## config.mk

```make
export PLATFORM = sky130hd
export DESIGN_NAME = sbiu_top
export DESIGN_NICKNAME = d
export VERILOG_FILES = /design/src/sbiu_lmb_port.sv /design/src/sbiu_top.sv
export SDC_FILE = /design/constraint.sdc
export NUM_CORES = 1
export LEC_CHECK = 0
export ABC_AREA = 0
export BUFFER_PORTS_ARGS = -buffer_cell sky130_fd_sc_hd__buf_4
export CAP_MARGIN = 5
export CORE_AREA = 2 2 218 220
export CTS_CLUSTER_SIZE = 10
export DETAILED_ROUTE_END_ITERATION = 7
export DIE_AREA = 0 0 220 222
export HOLD_SLACK_MARGIN = 0.06
export PLACE_DENSITY = 0.61
export SETUP_SLACK_MARGIN = 0.1
export SLEW_MARGIN = 30
export SYNTH_ARGS = -nofsm -noshare
export SYNTH_HDL_FRONTEND = slang
export SYNTH_HIERARCHICAL = 1
export SYNTH_SLANG_ARGS = --single-unit
```

## constraint.sdc

```tcl
create_clock -name clk_i -period 4.3 [get_ports clk_i]
set_input_delay 0.215 -clock clk_i [delete_from_list [all_inputs] [get_ports clk_i]]
set_output_delay 0.215 -clock clk_i [all_outputs]
set_load 0.02 [all_outputs]
```

## src/sbiu_lmb_port.sv

```systemverilog
`timescale 1ns/1ps
`default_nettype none

package sbiu_pkg;
    localparam int SBIU_ADDR_W = 32;
    localparam int SBIU_DATA_W = 32;
    localparam int SBIU_BE_W = 4;
    // Transfer size codes from the core
    localparam logic [1:0] SBIU_SIZE_BYTE = 2'h0;
    localparam logic [1:0] SBIU_SIZE_HALF = 2'h1;
    localparam logic [1:0] SBIU_SIZE_WORD = 2'h2;
    // Byte enable patterns, lane 0 (most significant byte) in the top bit
    localparam logic [3:0] SBIU_BE_NONE = 4'h0;
    localparam logic [3:0] SBIU_BE_LANE0 = 4'h8;
    localparam logic [3:0] SBIU_BE_LANE1 = 4'h4;
    localparam logic [3:0] SBIU_BE_LANE2 = 4'h2;
    localparam logic [3:0] SBIU_BE_LANE3 = 4'h1;
    localparam logic [3:0] SBIU_BE_HALF_HI = 4'hC;
    localparam logic [3:0] SBIU_BE_HALF_LO = 4'h3;
    localparam logic [3:0] SBIU_BE_WORD = 4'hF;
    localparam logic [31:0] SBIU_ZERO_WORD = 32'h0000_0000;
    localparam logic [31:0] SBIU_LOCAL_BASE = 32'h0000_0000;
    localparam logic [31:0] SBIU_LOCAL_MASK = 32'hFFFF_0000;

    typedef enum logic [2:0] {
        SBIU_PB_IDLE = 3'h1,
        SBIU_PB_ARB = 3'h2,
        SBIU_PB_XFER = 3'h4
    } sbiu_pb_state_e;

    // Misaligned accesses are forced onto the aligned lane group
    function automatic logic [3:0] sbiu_byte_enables(input logic [1:0] lo,
                                                     input logic [1:0] size);
        logic [3:0] be;
        be = SBIU_BE_WORD;
        if (size == SBIU_SIZE_BYTE) begin
            case (lo)
                2'h0: be = SBIU_BE_LANE0;
                2'h1: be = SBIU_BE_LANE1;
                2'h2: be = SBIU_BE_LANE2;
                default: be = SBIU_BE_LANE3;
            endcase
        end else if (size == SBIU_SIZE_HALF) begin
            be = lo[1] ? SBIU_BE_HALF_LO : SBIU_BE_HALF_HI;
        end
        return be;
    endfunction

    function automatic logic sbiu_be_legal(input logic [3:0] be);
        return (be == SBIU_BE_LANE0) || (be == SBIU_BE_LANE1) || (be == SBIU_BE_LANE2) ||
               (be == SBIU_BE_LANE3) || (be == SBIU_BE_HALF_HI) ||
               (be == SBIU_BE_HALF_LO) || (be == SBIU_BE_WORD);
    endfunction

    function automatic logic sbiu_is_local(input logic [31:0] addr,
                                           input logic [31:0] base,
                                           input logic [31:0] mask);
        return (addr & mask) == (base & mask);
    endfunction
endpackage

module sbiu_local_port import sbiu_pkg::*; (
    input wire logic clk_i,
    input wire logic arst_n_i,
    input wire logic req_valid_i,
    input wire logic req_write_i,
    input wire logic [31:0] req_addr_i,
    input wire logic [3:0] req_be_i,
    input wire logic [31:0] req_wdata_i,
    output logic req_ready_o,
    output logic busy_o,
    output logic done_o,
    output logic [31:0] addr_o,
    output logic [3:0] be_o,
    output logic [31:0] wdata_o,
    output logic as_o,
    output logic rd_strobe_o,
    output logic wr_strobe_o,
    input wire logic ready_i
);
    logic take;

    assign busy_o = rd_strobe_o | wr_strobe_o;
    // A new transfer may start in the cycle the old one completes
    assign req_ready_o = !busy_o || ready_i;
    assign take = req_valid_i && req_ready_o;
    assign done_o = busy_o && ready_i;

    always_ff @(posedge clk_i or negedge arst_n_i) begin
        if (!arst_n_i) begin
            as_o <= 1'b0;
        end else begin
            as_o <= take;
        end
    end

    // Strobes stay up across back-to-back transfers of the same kind
    always_ff @(posedge clk_i or negedge arst_n_i) begin
        if (!arst_n_i) begin
            rd_strobe_o <= 1'b0;
            wr_strobe_o <= 1'b0;
        end else if (take) begin
            rd_strobe_o <= !req_write_i;
            wr_strobe_o <= req_write_i;
        end else if (done_o) begin
            rd_strobe_o <= 1'b0;
            wr_strobe_o <= 1'b0;
        end
    end

    // Held past the strobe cycle so a slow slave can still capture them
    always_ff @(posedge clk_i or negedge arst_n_i) begin
        if (!arst_n_i) begin
            addr_o <= SBIU_ZERO_WORD;
            be_o <= SBIU_BE_NONE;
            wdata_o <= SBIU_ZERO_WORD;
        end else if (take) begin
            addr_o <= req_addr_i;
            be_o <= req_be_i;
            wdata_o <= req_wdata_i;
        end
    end
endmodule // sbiu_local_port

`default_nettype wire

```

## src/sbiu_top.sv

```systemverilog
// How it works
// - Local bus reaches block RAM in one cycle; transfers may run back to back.
// - Every local bus control and data signal is active high.
// - Local address carries the transfer target; valid while address strobe is high.
// - Local address is guaranteed only in a transfer's first cycle.
// - Four byte enables mark valid lanes, valid with the address strobe only.
// - Only permitted byte enable patterns are emitted, single lanes for bytes.
// - Instruction local port has address, strobe, fetch flag, instruction and ready only.
// - Peripheral ports are byte enable masters without dynamic bus sizing.
// - Peripheral ports have separate write data output and read data input.
// - Instruction peripheral port write data is always all zeros.
// - Instruction peripheral port read-not-write is held at one.
// - Address strobe is high only in a transfer's first cycle.
// - Read or write strobe holds until the cycle after ready, longer if back to back with a transfer of the same kind.
`timescale 1ns/1ps
`default_nettype none

module sbiu_top import sbiu_pkg::*; #(
    parameter logic [31:0] LOCAL_BASE = SBIU_LOCAL_BASE,
    parameter logic [31:0] LOCAL_MASK = SBIU_LOCAL_MASK
) (
    input wire logic clk_i,
    input wire logic arst_n_i,
    input wire logic dreq_valid_i,
    output logic dreq_ready_o,
    input wire logic dreq_write_i,
    input wire logic [31:0] dreq_addr_i,
    input wire logic [1:0] dreq_size_i,
    input wire logic [31:0] dreq_wdata_i,
    output logic drsp_valid_o,
    output logic [31:0] drsp_rdata_o,
    output logic drsp_err_o,
    input wire logic ireq_valid_i,
    output logic ireq_ready_o,
    input wire logic [31:0] ireq_addr_i,
    output logic irsp_valid_o,
    output logic [31:0] irsp_instr_o,
    output logic irsp_err_o,
    output logic [31:0] data_addr_o,
    output logic [3:0] data_byte_en_o,
    output logic [31:0] data_wdata_o,
    output logic data_addr_strobe_o,
    output logic data_read_strobe_o,
    output logic data_write_strobe_o,
    input wire logic [31:0] data_rdata_i,
    input wire logic data_side_ready_i,
    output logic [31:0] instr_addr_o,
    output logic instr_addr_strobe_o,
    output logic fetch_in_progress_o,
    input wire logic [31:0] instr_word_i,
    input wire logic instr_side_ready_i,
    output logic [31:0] dpb_addr_o,
    output logic [3:0] dpb_byte_en_o,
    output logic dpb_bus_lock_o,
    output logic [31:0] dpb_wdata_o,
    output logic dpb_request_o,
    output logic dpb_read_not_write_o,
    output logic dpb_select_o,
    output logic dpb_seq_addr_o,
    input wire logic [31:0] dpb_rdata_i,
    input wire logic dpb_err_ack_i,
    input wire logic dpb_grant_i,
    input wire logic dpb_retry_i,
    input wire logic dpb_timeout_i,
    input wire logic dpb_xfer_ack_i,
    output logic [31:0] ipb_addr_o,
    output logic [3:0] ipb_byte_en_o,
    output logic ipb_bus_lock_o,
    output logic [31:0] instr_port_wdata_o,
    output logic ipb_request_o,
    output logic instr_port_read_not_write_o,
    output logic ipb_select_o,
    output logic ipb_seq_addr_o,
    input wire logic [31:0] ipb_rdata_i,
    input wire logic ipb_err_ack_i,
    input wire logic ipb_grant_i,
    input wire logic ipb_retry_i,
    input wire logic ipb_timeout_i,
    input wire logic ipb_xfer_ack_i
);
    // Index 0 is the data side, index 1 the instruction side
    logic d_local;
    logic i_local;
    logic [3:0] d_be;
    logic dl_ready;
    logic dl_busy;
    logic dl_done;
    logic dl_free;
    logic il_ready;
    logic il_busy;
    logic il_done;
    logic il_free;
    logic [1:0] pb_take;
    logic [1:0] pb_done;
    logic [1:0] pb_err;
    logic [1:0] pb_idle;
    logic [1:0] pb_rnw_in;
    logic [1:0] pb_grant;
    logic [1:0] pb_xack;
    logic [1:0] pb_eack;
    logic [1:0] pb_tout;
    logic [1:0] pb_retry;
    logic [1:0] pb_request;
    logic [1:0] pb_select;
    logic [1:0] pb_rnw_q;
    logic [31:0] pb_addr_in [2];
    logic [31:0] pb_wdata_in [2];
    logic [3:0] pb_be_in [2];
    logic [31:0] pb_addr_q [2];
    logic [31:0] pb_wdata_q [2];
    logic [3:0] pb_be_q [2];

    assign d_local = sbiu_is_local(dreq_addr_i, LOCAL_BASE, LOCAL_MASK);
    assign i_local = sbiu_is_local(ireq_addr_i, LOCAL_BASE, LOCAL_MASK);
    assign d_be = sbiu_byte_enables(dreq_addr_i[1:0], dreq_size_i);
    assign dl_free = dl_ready;
    assign il_free = il_ready;

    // One outstanding transfer per side keeps answers in request order
    assign dreq_ready_o = dl_free && pb_idle[0];
    assign ireq_ready_o = il_free && pb_idle[1];

    sbiu_local_port u_data_local (
        .clk_i(clk_i),
        .arst_n_i(arst_n_i),
        .req_valid_i(dreq_valid_i && d_local && pb_idle[0]),
        .req_write_i(dreq_write_i),
        .req_addr_i(dreq_addr_i),
        .req_be_i(d_be),
        .req_wdata_i(dreq_wdata_i),
        .req_ready_o(dl_ready),
        .busy_o(dl_busy),
        .done_o(dl_done),
        .addr_o(data_addr_o),
        .be_o(data_byte_en_o),
        .wdata_o(data_wdata_o),
        .as_o(data_addr_strobe_o),
        .rd_strobe_o(data_read_strobe_o),
        .wr_strobe_o(data_write_strobe_o),
        .ready_i(data_side_ready_i)
    );

    // Fetch side leaves byte enables, write data and write strobe open
    sbiu_local_port u_instr_local (
        .clk_i(clk_i),
        .arst_n_i(arst_n_i),
        .req_valid_i(ireq_valid_i && i_local && pb_idle[1]),
        .req_write_i(1'b0),
        .req_addr_i(ireq_addr_i),
        .req_be_i(SBIU_BE_WORD),
        .req_wdata_i(SBIU_ZERO_WORD),
        .req_ready_o(il_ready),
        .busy_o(il_busy),
        .done_o(il_done),
        .addr_o(instr_addr_o),
        .be_o(),
        .wdata_o(),
        .as_o(instr_addr_strobe_o),
        .rd_strobe_o(fetch_in_progress_o),
        .wr_strobe_o(),
        .ready_i(instr_side_ready_i)
    );

    assign pb_take[0] = dreq_valid_i && !d_local && dl_free && pb_idle[0];
    assign pb_take[1] = ireq_valid_i && !i_local && il_free && pb_idle[1];
    assign pb_addr_in[0] = dreq_addr_i;
    assign pb_addr_in[1] = ireq_addr_i;
    assign pb_be_in[0] = d_be;
    assign pb_be_in[1] = SBIU_BE_WORD;
    assign pb_rnw_in = {1'b1, !dreq_write_i};
    assign pb_wdata_in[0] = dreq_wdata_i;
    assign pb_wdata_in[1] = SBIU_ZERO_WORD;
    assign pb_grant = {ipb_grant_i, dpb_grant_i};
    assign pb_xack = {ipb_xfer_ack_i, dpb_xfer_ack_i};
    assign pb_eack = {ipb_err_ack_i, dpb_err_ack_i};
    assign pb_tout = {ipb_timeout_i, dpb_timeout_i};
    assign pb_retry = {ipb_retry_i, dpb_retry_i};

    for (genvar g = 0; g < 2; g++) begin : g_pb
        sbiu_pb_state_e state;
        sbiu_pb_state_e next_state;
        logic [31:0] lat_addr;
        logic [31:0] lat_wdata;
        logic [3:0] lat_be;
        logic lat_rnw;
        logic ended;

        assign ended = pb_xack[g] || pb_eack[g] || pb_tout[g];
        assign pb_idle[g] = (state == SBIU_PB_IDLE);
        assign pb_done[g] = (state == SBIU_PB_XFER) && ended;
        assign pb_err[g] = (state == SBIU_PB_XFER) && (pb_eack[g] || pb_tout[g]);

        always_comb begin
            next_state = state;
            unique case (state)
                SBIU_PB_IDLE: if (pb_take[g]) next_state = SBIU_PB_ARB;
                SBIU_PB_ARB: if (pb_grant[g]) next_state = SBIU_PB_XFER;
                SBIU_PB_XFER: begin
                    // Acknowledge wins over a retry seen in the same cycle
                    if (ended) begin
                        next_state = SBIU_PB_IDLE;
                    end else if (pb_retry[g]) begin
                        next_state = SBIU_PB_ARB;
                    end
                end
                default: next_state = SBIU_PB_IDLE;
            endcase
        end

        always_ff @(posedge clk_i or negedge arst_n_i) begin
            if (!arst_n_i) begin
                state <= SBIU_PB_IDLE;
            end else begin
                state <= next_state;
            end
        end

        always_ff @(posedge clk_i or negedge arst_n_i) begin
            if (!arst_n_i) begin
                lat_addr <= SBIU_ZERO_WORD;
                lat_wdata <= SBIU_ZERO_WORD;
                lat_be <= SBIU_BE_NONE;
                lat_rnw <= 1'b1;
            end else if (pb_take[g]) begin
                lat_addr <= pb_addr_in[g];
                lat_wdata <= pb_wdata_in[g];
                lat_be <= pb_be_in[g];
                lat_rnw <= pb_rnw_in[g];
            end
        end

        // Unselected masters drive zeros so buses can be ORed, except the fetch port's read-not-write, held at one
        always_ff @(posedge clk_i or negedge arst_n_i) begin
            if (!arst_n_i) begin
                pb_request[g] <= 1'b0;
                pb_select[g] <= 1'b0;
                pb_addr_q[g] <= SBIU_ZERO_WORD;
                pb_wdata_q[g] <= SBIU_ZERO_WORD;
                pb_be_q[g] <= SBIU_BE_NONE;
                pb_rnw_q[g] <= 1'b0;
            end else begin
                pb_request[g] <= (next_state == SBIU_PB_ARB);
                pb_select[g] <= (next_state == SBIU_PB_XFER);
                if (next_state == SBIU_PB_XFER) begin
                    pb_addr_q[g] <= lat_addr;
                    pb_wdata_q[g] <= lat_rnw ? SBIU_ZERO_WORD : lat_wdata;
                    pb_be_q[g] <= lat_be;
                    pb_rnw_q[g] <= lat_rnw;
                end else begin
                    pb_addr_q[g] <= SBIU_ZERO_WORD;
                    pb_wdata_q[g] <= SBIU_ZERO_WORD;
                    pb_be_q[g] <= SBIU_BE_NONE;
                    pb_rnw_q[g] <= 1'b0;
                end
            end
        end

    end

    assign dpb_addr_o = pb_addr_q[0];
    assign dpb_byte_en_o = pb_be_q[0];
    assign dpb_wdata_o = pb_wdata_q[0];
    assign dpb_request_o = pb_request[0];
    assign dpb_select_o = pb_select[0];
    assign dpb_read_not_write_o = pb_rnw_q[0];
    assign ipb_addr_o = pb_addr_q[1];
    assign ipb_byte_en_o = pb_be_q[1];
    assign ipb_request_o = pb_request[1];
    assign ipb_select_o = pb_select[1];
    // Single transfers only, so no locking and no sequential bursts
    assign dpb_bus_lock_o = 1'b0;
    assign dpb_seq_addr_o = 1'b0;
    assign ipb_bus_lock_o = 1'b0;
    assign ipb_seq_addr_o = 1'b0;
    // Constant so the fetch port looks like the data port; synthesis drops it
    assign instr_port_wdata_o = SBIU_ZERO_WORD;
    assign instr_port_read_not_write_o = 1'b1;

    // Answers are registered; read data captured on the ready edge
    always_ff @(posedge clk_i or negedge arst_n_i) begin
        if (!arst_n_i) begin
            drsp_valid_o <= 1'b0;
            drsp_err_o <= 1'b0;
            drsp_rdata_o <= SBIU_ZERO_WORD;
        end else begin
            drsp_valid_o <= dl_done || pb_done[0];
            drsp_err_o <= pb_err[0];
            if (dl_done) begin
                drsp_rdata_o <= data_rdata_i;
            end else if (pb_done[0]) begin
                drsp_rdata_o <= dpb_rdata_i;
            end
        end
    end

    always_ff @(posedge clk_i or negedge arst_n_i) begin
        if (!arst_n_i) begin
            irsp_valid_o <= 1'b0;
            irsp_err_o <= 1'b0;
            irsp_instr_o <= SBIU_ZERO_WORD;
        end else begin
            irsp_valid_o <= il_done || pb_done[1];
            irsp_err_o <= pb_err[1];
            if (il_done) begin
                irsp_instr_o <= instr_word_i;
            end else if (pb_done[1]) begin
                irsp_instr_o <= ipb_rdata_i;
            end
        end
    end
endmodule // sbiu_top

`default_nettype wire

```

==> results.tsv, run 1 <==
metric	value	unit
status	complete, no violations	
highest clock rate	347	MHz
CP top delay family	simple AND/OR/NAND/NOR gates	
CP bufs+invs	2	
DRT iter0 DRCs	578	
Slew @ Worst Pin	944	ps
via count	10900	
row count	79	
Mapped Cells	1062	
drt wl/cell	18.1	um
Tcrit/Tclk final	67.1	%
Clock Latency Late Sink	570	ps
CTS buffer count	46	
clock power share	29.2	%
TritonCTS clock tree	yes	
Syn. warnings	6	
R2R Path Start	g_pb[0].state[2]$_DFF_PN0_	
initial antenna violation count	0	
largest net degree at the start of global routing	106	
GPL Wtd Cong	0.786	
post-synthesis cell area	15100	um^2
Avg Inst Size Synth	14.3	um^2
setup slack at placement	1440	ps
Clock transition at path regs	50	ps
post-layout util	50.3	%
worst vdd ir	0.354	mV
Worst slew margin	36.9	%
CP Data Arrival Time	3330	ps
first-pass GRT wire length	68.1	mm
Critical Path Source Type	input port	
Fillers	3944	
# DRC	0	
GRT Util Overall	17.9	%
Layout Nets	2071	
Crit Path Max Fanout	69	
area grow syn2layout	53.8	%
Core Region	46300	um^2
IO Pins	564	
Crit Path Category	input port to flop	
crit-path cells	dlygate4sd3_1 > buf_4 > nor4_1 > nand4_1 > nor3_1 > nand2_8 > mux2_2	
Critical Path Source	dreq_addr_i[17]	
final hold vios	0	
overall die width	220	um
Clock Path Buffers	3	
detailed placement HPWL	30.0	mm
Worst setup EP type	flop	
RSZ-0062 raised after global routing	false	
initial core utilization	32.7	%
final wirelength	44.6	mm
vias in the first global route	11800	
die height	222	um
Switch Pwr	3.52	mW
setup violators final	0	
Pre-antenna DRT Iters	5	
switching share of power	29.1	%
port bufs	526	
Hold Crit Start	dreq_size_i[0]	
static leakage	11.7	nW
Cell Pwr Density	518	nW/um^2
htree depth	2	
Crit-path slowest cell	nor3_1	
post-CTS sizing	0	
max-slew violations	0	
final worst-path setup slack	1420	ps
share of layout cells above drive strength 1	44.1	%
critical path's largest stage delay	680	ps
post-route ant nets	0	
Worst Hold Class	input port to flop	
Max Cap Viol	0	
GRT Residual Overflow	0	
worst path required time	4750	ps
overall power	12.1	mW
sequential share of power	41.3	%
fin crit period	2880	ps
clock sinks	388	
clk_skew	14.3	ps
total negative slack	0	ps
Combinational Power Share	29.6	%
die area	48800	um^2
vias per inst	4.45	
clk root buf	clkbuf_16	
internal power	8.55	mW
-- metal layers --
layer | routed length [um] | vias up | global-route usage, %
met4 | 1240 | 0 | 5.89
met3 | 3330 | 77 | 5.23
li1 | - | 5070 | -
met5 | 0 | - | 0
met2 | 22800 | 345 | 31.5
met1 | 17200 | 5438 | 20.8
-- registers in the layout, summed over array words and instances, names as in the netlist, 4 cells and up --
register              cells
g_pb.state                6
g_pb.lat_be               5
drsp_rdata_o             32
dpb_wdata_o              32
dpb_addr_o               32
irsp_instr_o             32
dpb_byte_en_o             4
u_data_local/be_o         4
u_data_local/addr_o      32
g_pb.lat_wdata           32
u_instr_local/addr_o     32
g_pb.lat_addr            64
u_data_local/wdata_o     32
ipb_addr_o               32
-- repair_timing --
item                      4_1_cts  5_1_grt
hold endpoints to repair      384        0
setup buffers                   0        0
hold buffers                  240        0
-- power by group through the flow --
stage / clock [mW] / combinational [mW] / sequential, mW
after global routing: 3.79 / 3.86 / 5.08
after floorplan: 0 / 1.39 / 5.38
after detailed placement: 0 / 3.01 / 5.03
final: 3.52 / 3.57 / 4.98
after CTS: 3.62 / 3.59 / 4.97
after global placement: 0 / 2.96 / 4.99
-- tightest hold or removal path: stages --
cell and delay, ps:
buf_4 80, nor2_1 40, o21bai_1 150, mux2_2 140
-- layout make-up --
type	instances	area, um^2	share of cell area, %
Sequential cell	388	9710	41.7
Timing Repair Buffer	778	6580	28.3
Multi-Input combinational cell	607	4870	20.9
Clock buffer	66	1290	5.53
Tap cell	607	759	3.26
Clock inverter	4	41.3	0.177
Inverter	7	26.3	0.113
Antenna cell	1	2.50	0.0107
-- stage by stage --
step	instance area, um^2	cells	hold WS (ps)
3_5_place_dp	19500	2147	339
6_report	23300	2458	100
3_3_place_gp	19400	2143	331
2_1_floorplan	15300	1099	-80.6
5_1_grt	23300	2457	109
4_1_cts	23300	2457	66.0
-- cell usage in the layout, fill, tap and decap left out, types with 5 or more instances in the layout --
master and count:
and2_1 70, and3_1 35, buf_4 529, clkbuf_1 15, clkbuf_16 47, conb_1 39
dfrtp_1 385, dlygate4sd3_1 240, inv_1 6, mux2_2 174, mux2_4 24, mux2i_1 65
nand2_1 70, nand2b_1 5, nor2_1 5, nor4_1 8, o21ai_0 55, o21ai_1 9
or2_2 5
-- final timing paths --
kind | to | slack (ps) | cells past startpoint
max reg2reg | drsp_rdata_o[20]$_DFFE_PN0P_ | 1510 | 7
max in group asynchronous | ipb_addr_o[1]$_DFF_PN0_ | 2930 | 3
min | u_data_local/be_o[2]$_DFFE_PN0P_ | 100 | 4
max | u_data_local/wdata_o[12]$_DFFE_PN0P_ | 1420 | 7
min in group asynchronous | u_instr_local/addr_o[5]$_DFFE_PN0P_ | 290 | 2
min reg2reg | g_pb[1].lat_be[0]$_DFFE_PN0P_ | 460 | 1
Note: power is estimated with default switching activity, not from simulation.
==> inputs of run 2 (changes only) <==
- ABC_AREA: 0 -> 1
- CORE_AREA: 2 2 218 220 -> 2 2 217 219
- DIE_AREA: 0 0 220 222 -> 0 0 219 221
- PLACE_DENSITY: 0.61 -> 0.63
- clock period: 4.3 -> 2.7 ns (I/O delays scaled with it)
==> run 2 against run 1 <==
Hold slack worse by 0.82 ps. Via count is 39% higher. Global-route usage is 4.0 points higher. Total power is 53% higher. Clock power is 60% higher. Non-clock buffer count is 37 higher. Die area is 0.90% lower. Synthesized cell count is 76% higher. Critical path type is now flop to flop. Largest cell class unchanged.
==> results.tsv, run 2 <==
metric	value	unit
status	complete, no violations	
vias per inst	4.68	
CTS buffer count	45	
clk root buf	clkbuf_16	
TritonCTS clock tree	yes	
Avg Inst Size Synth	8.52	um^2
via count	15200	
Mapped Cells	1873	
final hold vios	0	
IO Pins	564	
post-route insts no fill	3258	
Max Cap Viol	0	
final hold slack	99.4	ps
static leakage	13.5	nW
CP Data Arrival Time	2530	ps
most common cell after layout, fill and taps aside	nand2_1	
detailed placement HPWL	36.7	mm
total negative slack	0	ps
Crit path top cell by count	nand2_1	
R2R Path Start	u_data_local/wr_strobe_o$_DFFE_PN0P_	
vias in the first global route	15200	
postcts setup bufs	0	
share of layout cells above drive strength 1	24.2	%
highest clock rate	478	MHz
Slew @ Worst Pin	798	ps
post-synthesis cell area	16000	um^2
crit-path cells	nor2_1 > nor2_2 > clkinv_1 > buf_4 > nand2_1 > nand2_1 > dlygate4sd3_1 > nand2_1 > nand2_1	
Crit-path slowest cell	dlygate4sd3_1	
initial core utilization	34.6	%
cells on worst reg2reg path	9	
drt wl/cell	16.7	um
clk_skew	29.5	ps
port bufs	526	
final wirelength	54.5	mm
reg-to-reg slack, setup	610	ps
RR Endpoint	drsp_rdata_o[22]$_DFFE_PN0P_	
Tcrit/Tclk final	77.5	%
worst vdd ir	0.349	mV
DRT iter0 DRCs	1099	
Clock Latency Late Sink	570	ps
Syn. warnings	6	
Final Cell Area	24200	um^2
Worst Hold Class	input port to asynchronous set/reset pin	
most frequent cells in the layout	794 x nand2_1, 561 x buf_4, 385 x dfrtp_1	
critical path's largest stage delay	580	ps
post-layout util	52.6	%
clock sinks	388	
Clock Path Buffers	3	
die height	221	um
Core Region	46100	um^2
row count	79	
DP Area	20400	um^2
initial antenna violation count	3	
overall die width	219	um
worst path required time	3140	ps
max-slew violations	0	
Clock transition at path regs	60	ps
Cell Pwr Density	763	nW/um^2
RSZ-0062 raised after global routing	false	
setup violators final	0	
first-pass GRT wire length	83.7	mm
htree depth	2	
area grow syn2layout	51.9	%
Critical Path Source Type	flop	
fin crit period	2090	ps
Crit Path Category	flop to flop	
placed insts	2930	
Pre-antenna DRT Iters	6	
# DRC	0	
Top reg by flops	g_pb.lat_addr	
# hold bufs at CTS	247	
Worst setup EP type	flop	
post-CTS sizing	0	
Crit Path Max Fanout	35	
Layout Nets	2860	
GRT Residual Overflow	0	
GRT Util Overall	22.0	%
max reg flops	64	
post-route ant nets	0	
GPL Wtd Cong	0.928	
largest net degree at the start of global routing	78	
die area	48400	um^2
Worst slew margin	46.8	%
==> run 2: layout make-up <==
type | count | area (um^2)
fillers | 4182 | 21800
flip-flops and latches | 388 | 9710
repair buffers | 815 | 6820
multi-input cells | 1268 | 5220
clock buffers | 76 | 1290
well taps | 607 | 759
inverters | 99 | 372
clock inverters | 3 | 41.3
diodes | 2 | 5.00
==> run 2: report_power, final <==
group | switching [mW] | internal (mW) | total (mW) | leakage, nW
logic | 2.99 | 2.08 | 5.07 | 7.72
registers | 0.692 | 7.11 | 7.80 | 5.16
clock network | 2.37 | 3.25 | 5.62 | 0.641
==> run 2: worst max path at each step <==
stage | start | to | slack, ps | cells after the start
2_1_floorplan | u_data_local/wr_strobe_o$_DFFE_PN0P_ | g_pb[0].lat_addr[22]$_DFFE_PN0P_ | 730 | 8
3_3_place_gp | g_pb[0].state[0]$_DFF_PN1_ | u_data_local/addr_o[8]$_DFFE_PN0P_ | 700 | 6
3_5_place_dp | g_pb[0].state[0]$_DFF_PN1_ | u_data_local/addr_o[8]$_DFFE_PN0P_ | 670 | 6
4_1_cts | u_data_local/wr_strobe_o$_DFFE_PN0P_ | drsp_rdata_o[25]$_DFFE_PN0P_ | 520 | 9
5_1_grt | u_data_local/wr_strobe_o$_DFFE_PN0P_ | drsp_rdata_o[25]$_DFFE_PN0P_ | 400 | 9
6_report | u_data_local/wr_strobe_o$_DFFE_PN0P_ | drsp_rdata_o[22]$_DFFE_PN0P_ | 610 | 9
==> run 2: worst max-delay path, delay by kind of cell (launching register included) <==
kind,cells,cell delay (ps)
buf+inv,3,960
simple gates,6,560
flops,1,430
==> run 2: per-layer routing <==
metal  vias to the layer above  GRT usage, %  share of wire [%]  wire length [um]
met5                         -             0              0.024                13
met4                         2          9.76                4.1              2230
met3                       125          6.34                9.4              5120
met2                       672          36.3                 47             25800
met1                      7262          26.6                 39             21300
li1                       7183             -                  -                 -
==> run 2: per-stage QoR <==
stage | worst slack, ps | power, mW
final | 607 | 18.5
after global routing | 402 | 19.6
after CTS | 525 | 18.7
after detailed placement | 667 | 12.7
after global placement | 701 | 12.6
after floorplan | 730 | 10.6
==> inputs of run 3 (changes only) <==
- CORE_AREA: 2 2 217 219 -> 2 2 222 224
- DIE_AREA: 0 0 219 221 -> 0 0 224 226
- clock period: 2.7 -> 1.7 ns (I/O delays scaled with it)
==> run 3 against run 2 <==
The run now ends with negative setup slack left. Sequential share of layout area decreased by 2.9 points. Clock power is 59% higher. Count of clock-buffer cells in the layout decreased by 14. Critical path depth decreased by 2. Die area up 4.6%. Critical endpoint is now g_pb[0].lat_wdata[19]$_DFFE_PN0P_. Largest cell class unchanged. Highest routed layer is now met4.
==> results.tsv, run 3 (same netlist as run 2, synthesis figures left out) <==
metric	value	unit
max reg flops	64	
Clock Latency Late Sink	570	ps
status	finished, violations left	
Fillers	4096	
clk root buf	clkbuf_16	
final worst-path setup slack	-4.00	ps
CTS buffer count	46	
most common cell after layout, fill and taps aside	nand2_1	
htree depth	2	
setup slack at placement	10.9	ps
worst vdd ir	0.750	mV
IO Pins	564	
# DRC	0	
GRT Util Overall	21.8	%
row count	81	
RSZ-0062 raised after global routing	true	
DRT iter0 DRCs	1158	
share of layout cells above drive strength 1	31.1	%
most frequent cells in the layout	714 x nand2_1, 560 x buf_4, 382 x dfrtp_1	
setup violators final	2	
clk_skew	26.2	ps
Critical Path Source Type	flop	
initial core utilization	33.0	%
first-pass GRT wire length	86.3	mm
largest net degree at the start of global routing	70	
total negative slack	-6.64	ps
detailed placement HPWL	36.3	mm
post-route ant nets	0	
final hold vios	0	
GPL Wtd Cong	0.877	
GRT Residual Overflow	0	
post-route insts no fill	3323	
antenna diode instance count	0	
initial antenna violation count	0	
area grow syn2layout	64.0	%
port bufs	526	
TritonCTS clock tree	yes	
Max Cap Viol	0	
via count	16200	
vias in the first global route	15900	
highest clock rate	587	MHz
die area	50600	um^2
post-layout util	54.1	%
overall die width	224	um
Worst Hold Class	input port to flop	
Crit Path Max Fanout	8	
CP Data Arrival Time	2190	ps
failing checks	negative setup slack	
Clock transition at path regs	60	ps
drt wl/cell	18.8	um
clock sinks	388	
static leakage	14.3	nW
Cell Pwr Density	1210	nW/um^2
final wirelength	62.4	mm
Worst setup EP type	flop	
Crit Path Category	flop to flop	
max-slew violations	0	
vias per inst	4.86	
Top reg by flops	g_pb.lat_addr	
overall power	31.7	mW
Pre-antenna DRT Iters	5	
worst path required time	2190	ps
Tcrit/Tclk final	100	%
die height	226	um
Layout Nets	2925	
placed insts	2952	
Clock Path Buffers	3	
Core Region	48300	um^2
fin crit period	1700	ps
==> run 3: final timing paths <==
| check | startpoint | end | slack [ps] | cells after the start |
|---|---|---|---|---|
| max in group asynchronous | arst_n_i | irsp_instr_o[18]$_DFFE_PN0P_ | 460 | 4 |
| min | ireq_valid_i | g_pb[1].lat_addr[26]$_DFFE_PN0P_ | 220 | 6 |
| max | g_pb[0].state[0]$_DFF_PN1_ | g_pb[0].lat_wdata[19]$_DFFE_PN0P_ | -4 | 7 |
| min reg2reg | g_pb[1].lat_be[0]$_DFFE_PN0P_ | g_pb[1].lat_be[0]$_DFFE_PN0P_ | 450 | 2 |
| min in group asynchronous | arst_n_i | irsp_instr_o[21]$_DFFE_PN0P_ | 560 | 3 |
| max reg2reg | g_pb[0].state[0]$_DFF_PN1_ | g_pb[0].lat_wdata[19]$_DFFE_PN0P_ | -4 | 7 |
==> run 3: critical path: stages (launching register included) <==
cell and delay, ps:
dfstp_2 560, nand3_4 120, nor3_4 250, buf_12 160, buf_16 160, buf_6 190, nand3_1 90, nand2_1 90
==> run 3: timing repair <==
action                                 4_1_cts  5_1_grt
pin swaps                                    8       81
gates cloned                                 3       37
buffers inserted                            10        9
hold buffers                               245        0
setup endpoints to repair                  147      275
resized for setup                           16      183
endpoints found under the hold margin      665        0
==> run 3: area by class of cell <==
cell class / instances / area, um^2 / share of cell area [%]
Inverter: 99 / 377 / 1.44
Multi-Input combinational cell: 1271 / 5910 / 22.6
Sequential cell: 388 / 9720 / 37.1
Tap cell: 622 / 778 / 2.98
Clock buffer: 62 / 1230 / 4.71
Clock inverter: 5 / 78.8 / 0.301
Timing Repair Buffer: 876 / 8060 / 30.8
==> run 3: report_power, final <==
part           total (mW)  switching (mW)  internal (mW)  leakage [nW]
clock network        8.95            3.66           5.29         0.638
registers            12.6            1.29           11.3          5.15
logic                10.2            5.58           4.59          8.50
total                31.7            10.5           21.2          14.3
==> run 3: per-stage QoR <==
stage	hold WS, ps	cell area (um^2)
3_3_place_gp	45.5	20600
2_1_floorplan	-211	16200
5_1_grt	208	26200
3_5_place_dp	44.7	20600
6_report	221	26200
4_1_cts	166	24600
==> run 3: layer usage <==
metal	track usage (%)	up-vias	part of all wire, %
li1	-	7326	-
met1	25.9	7758	38
met2	36.0	874	48
met3	6.06	201	8.4
met4	11.5	0	4.9
met5	0	-	0
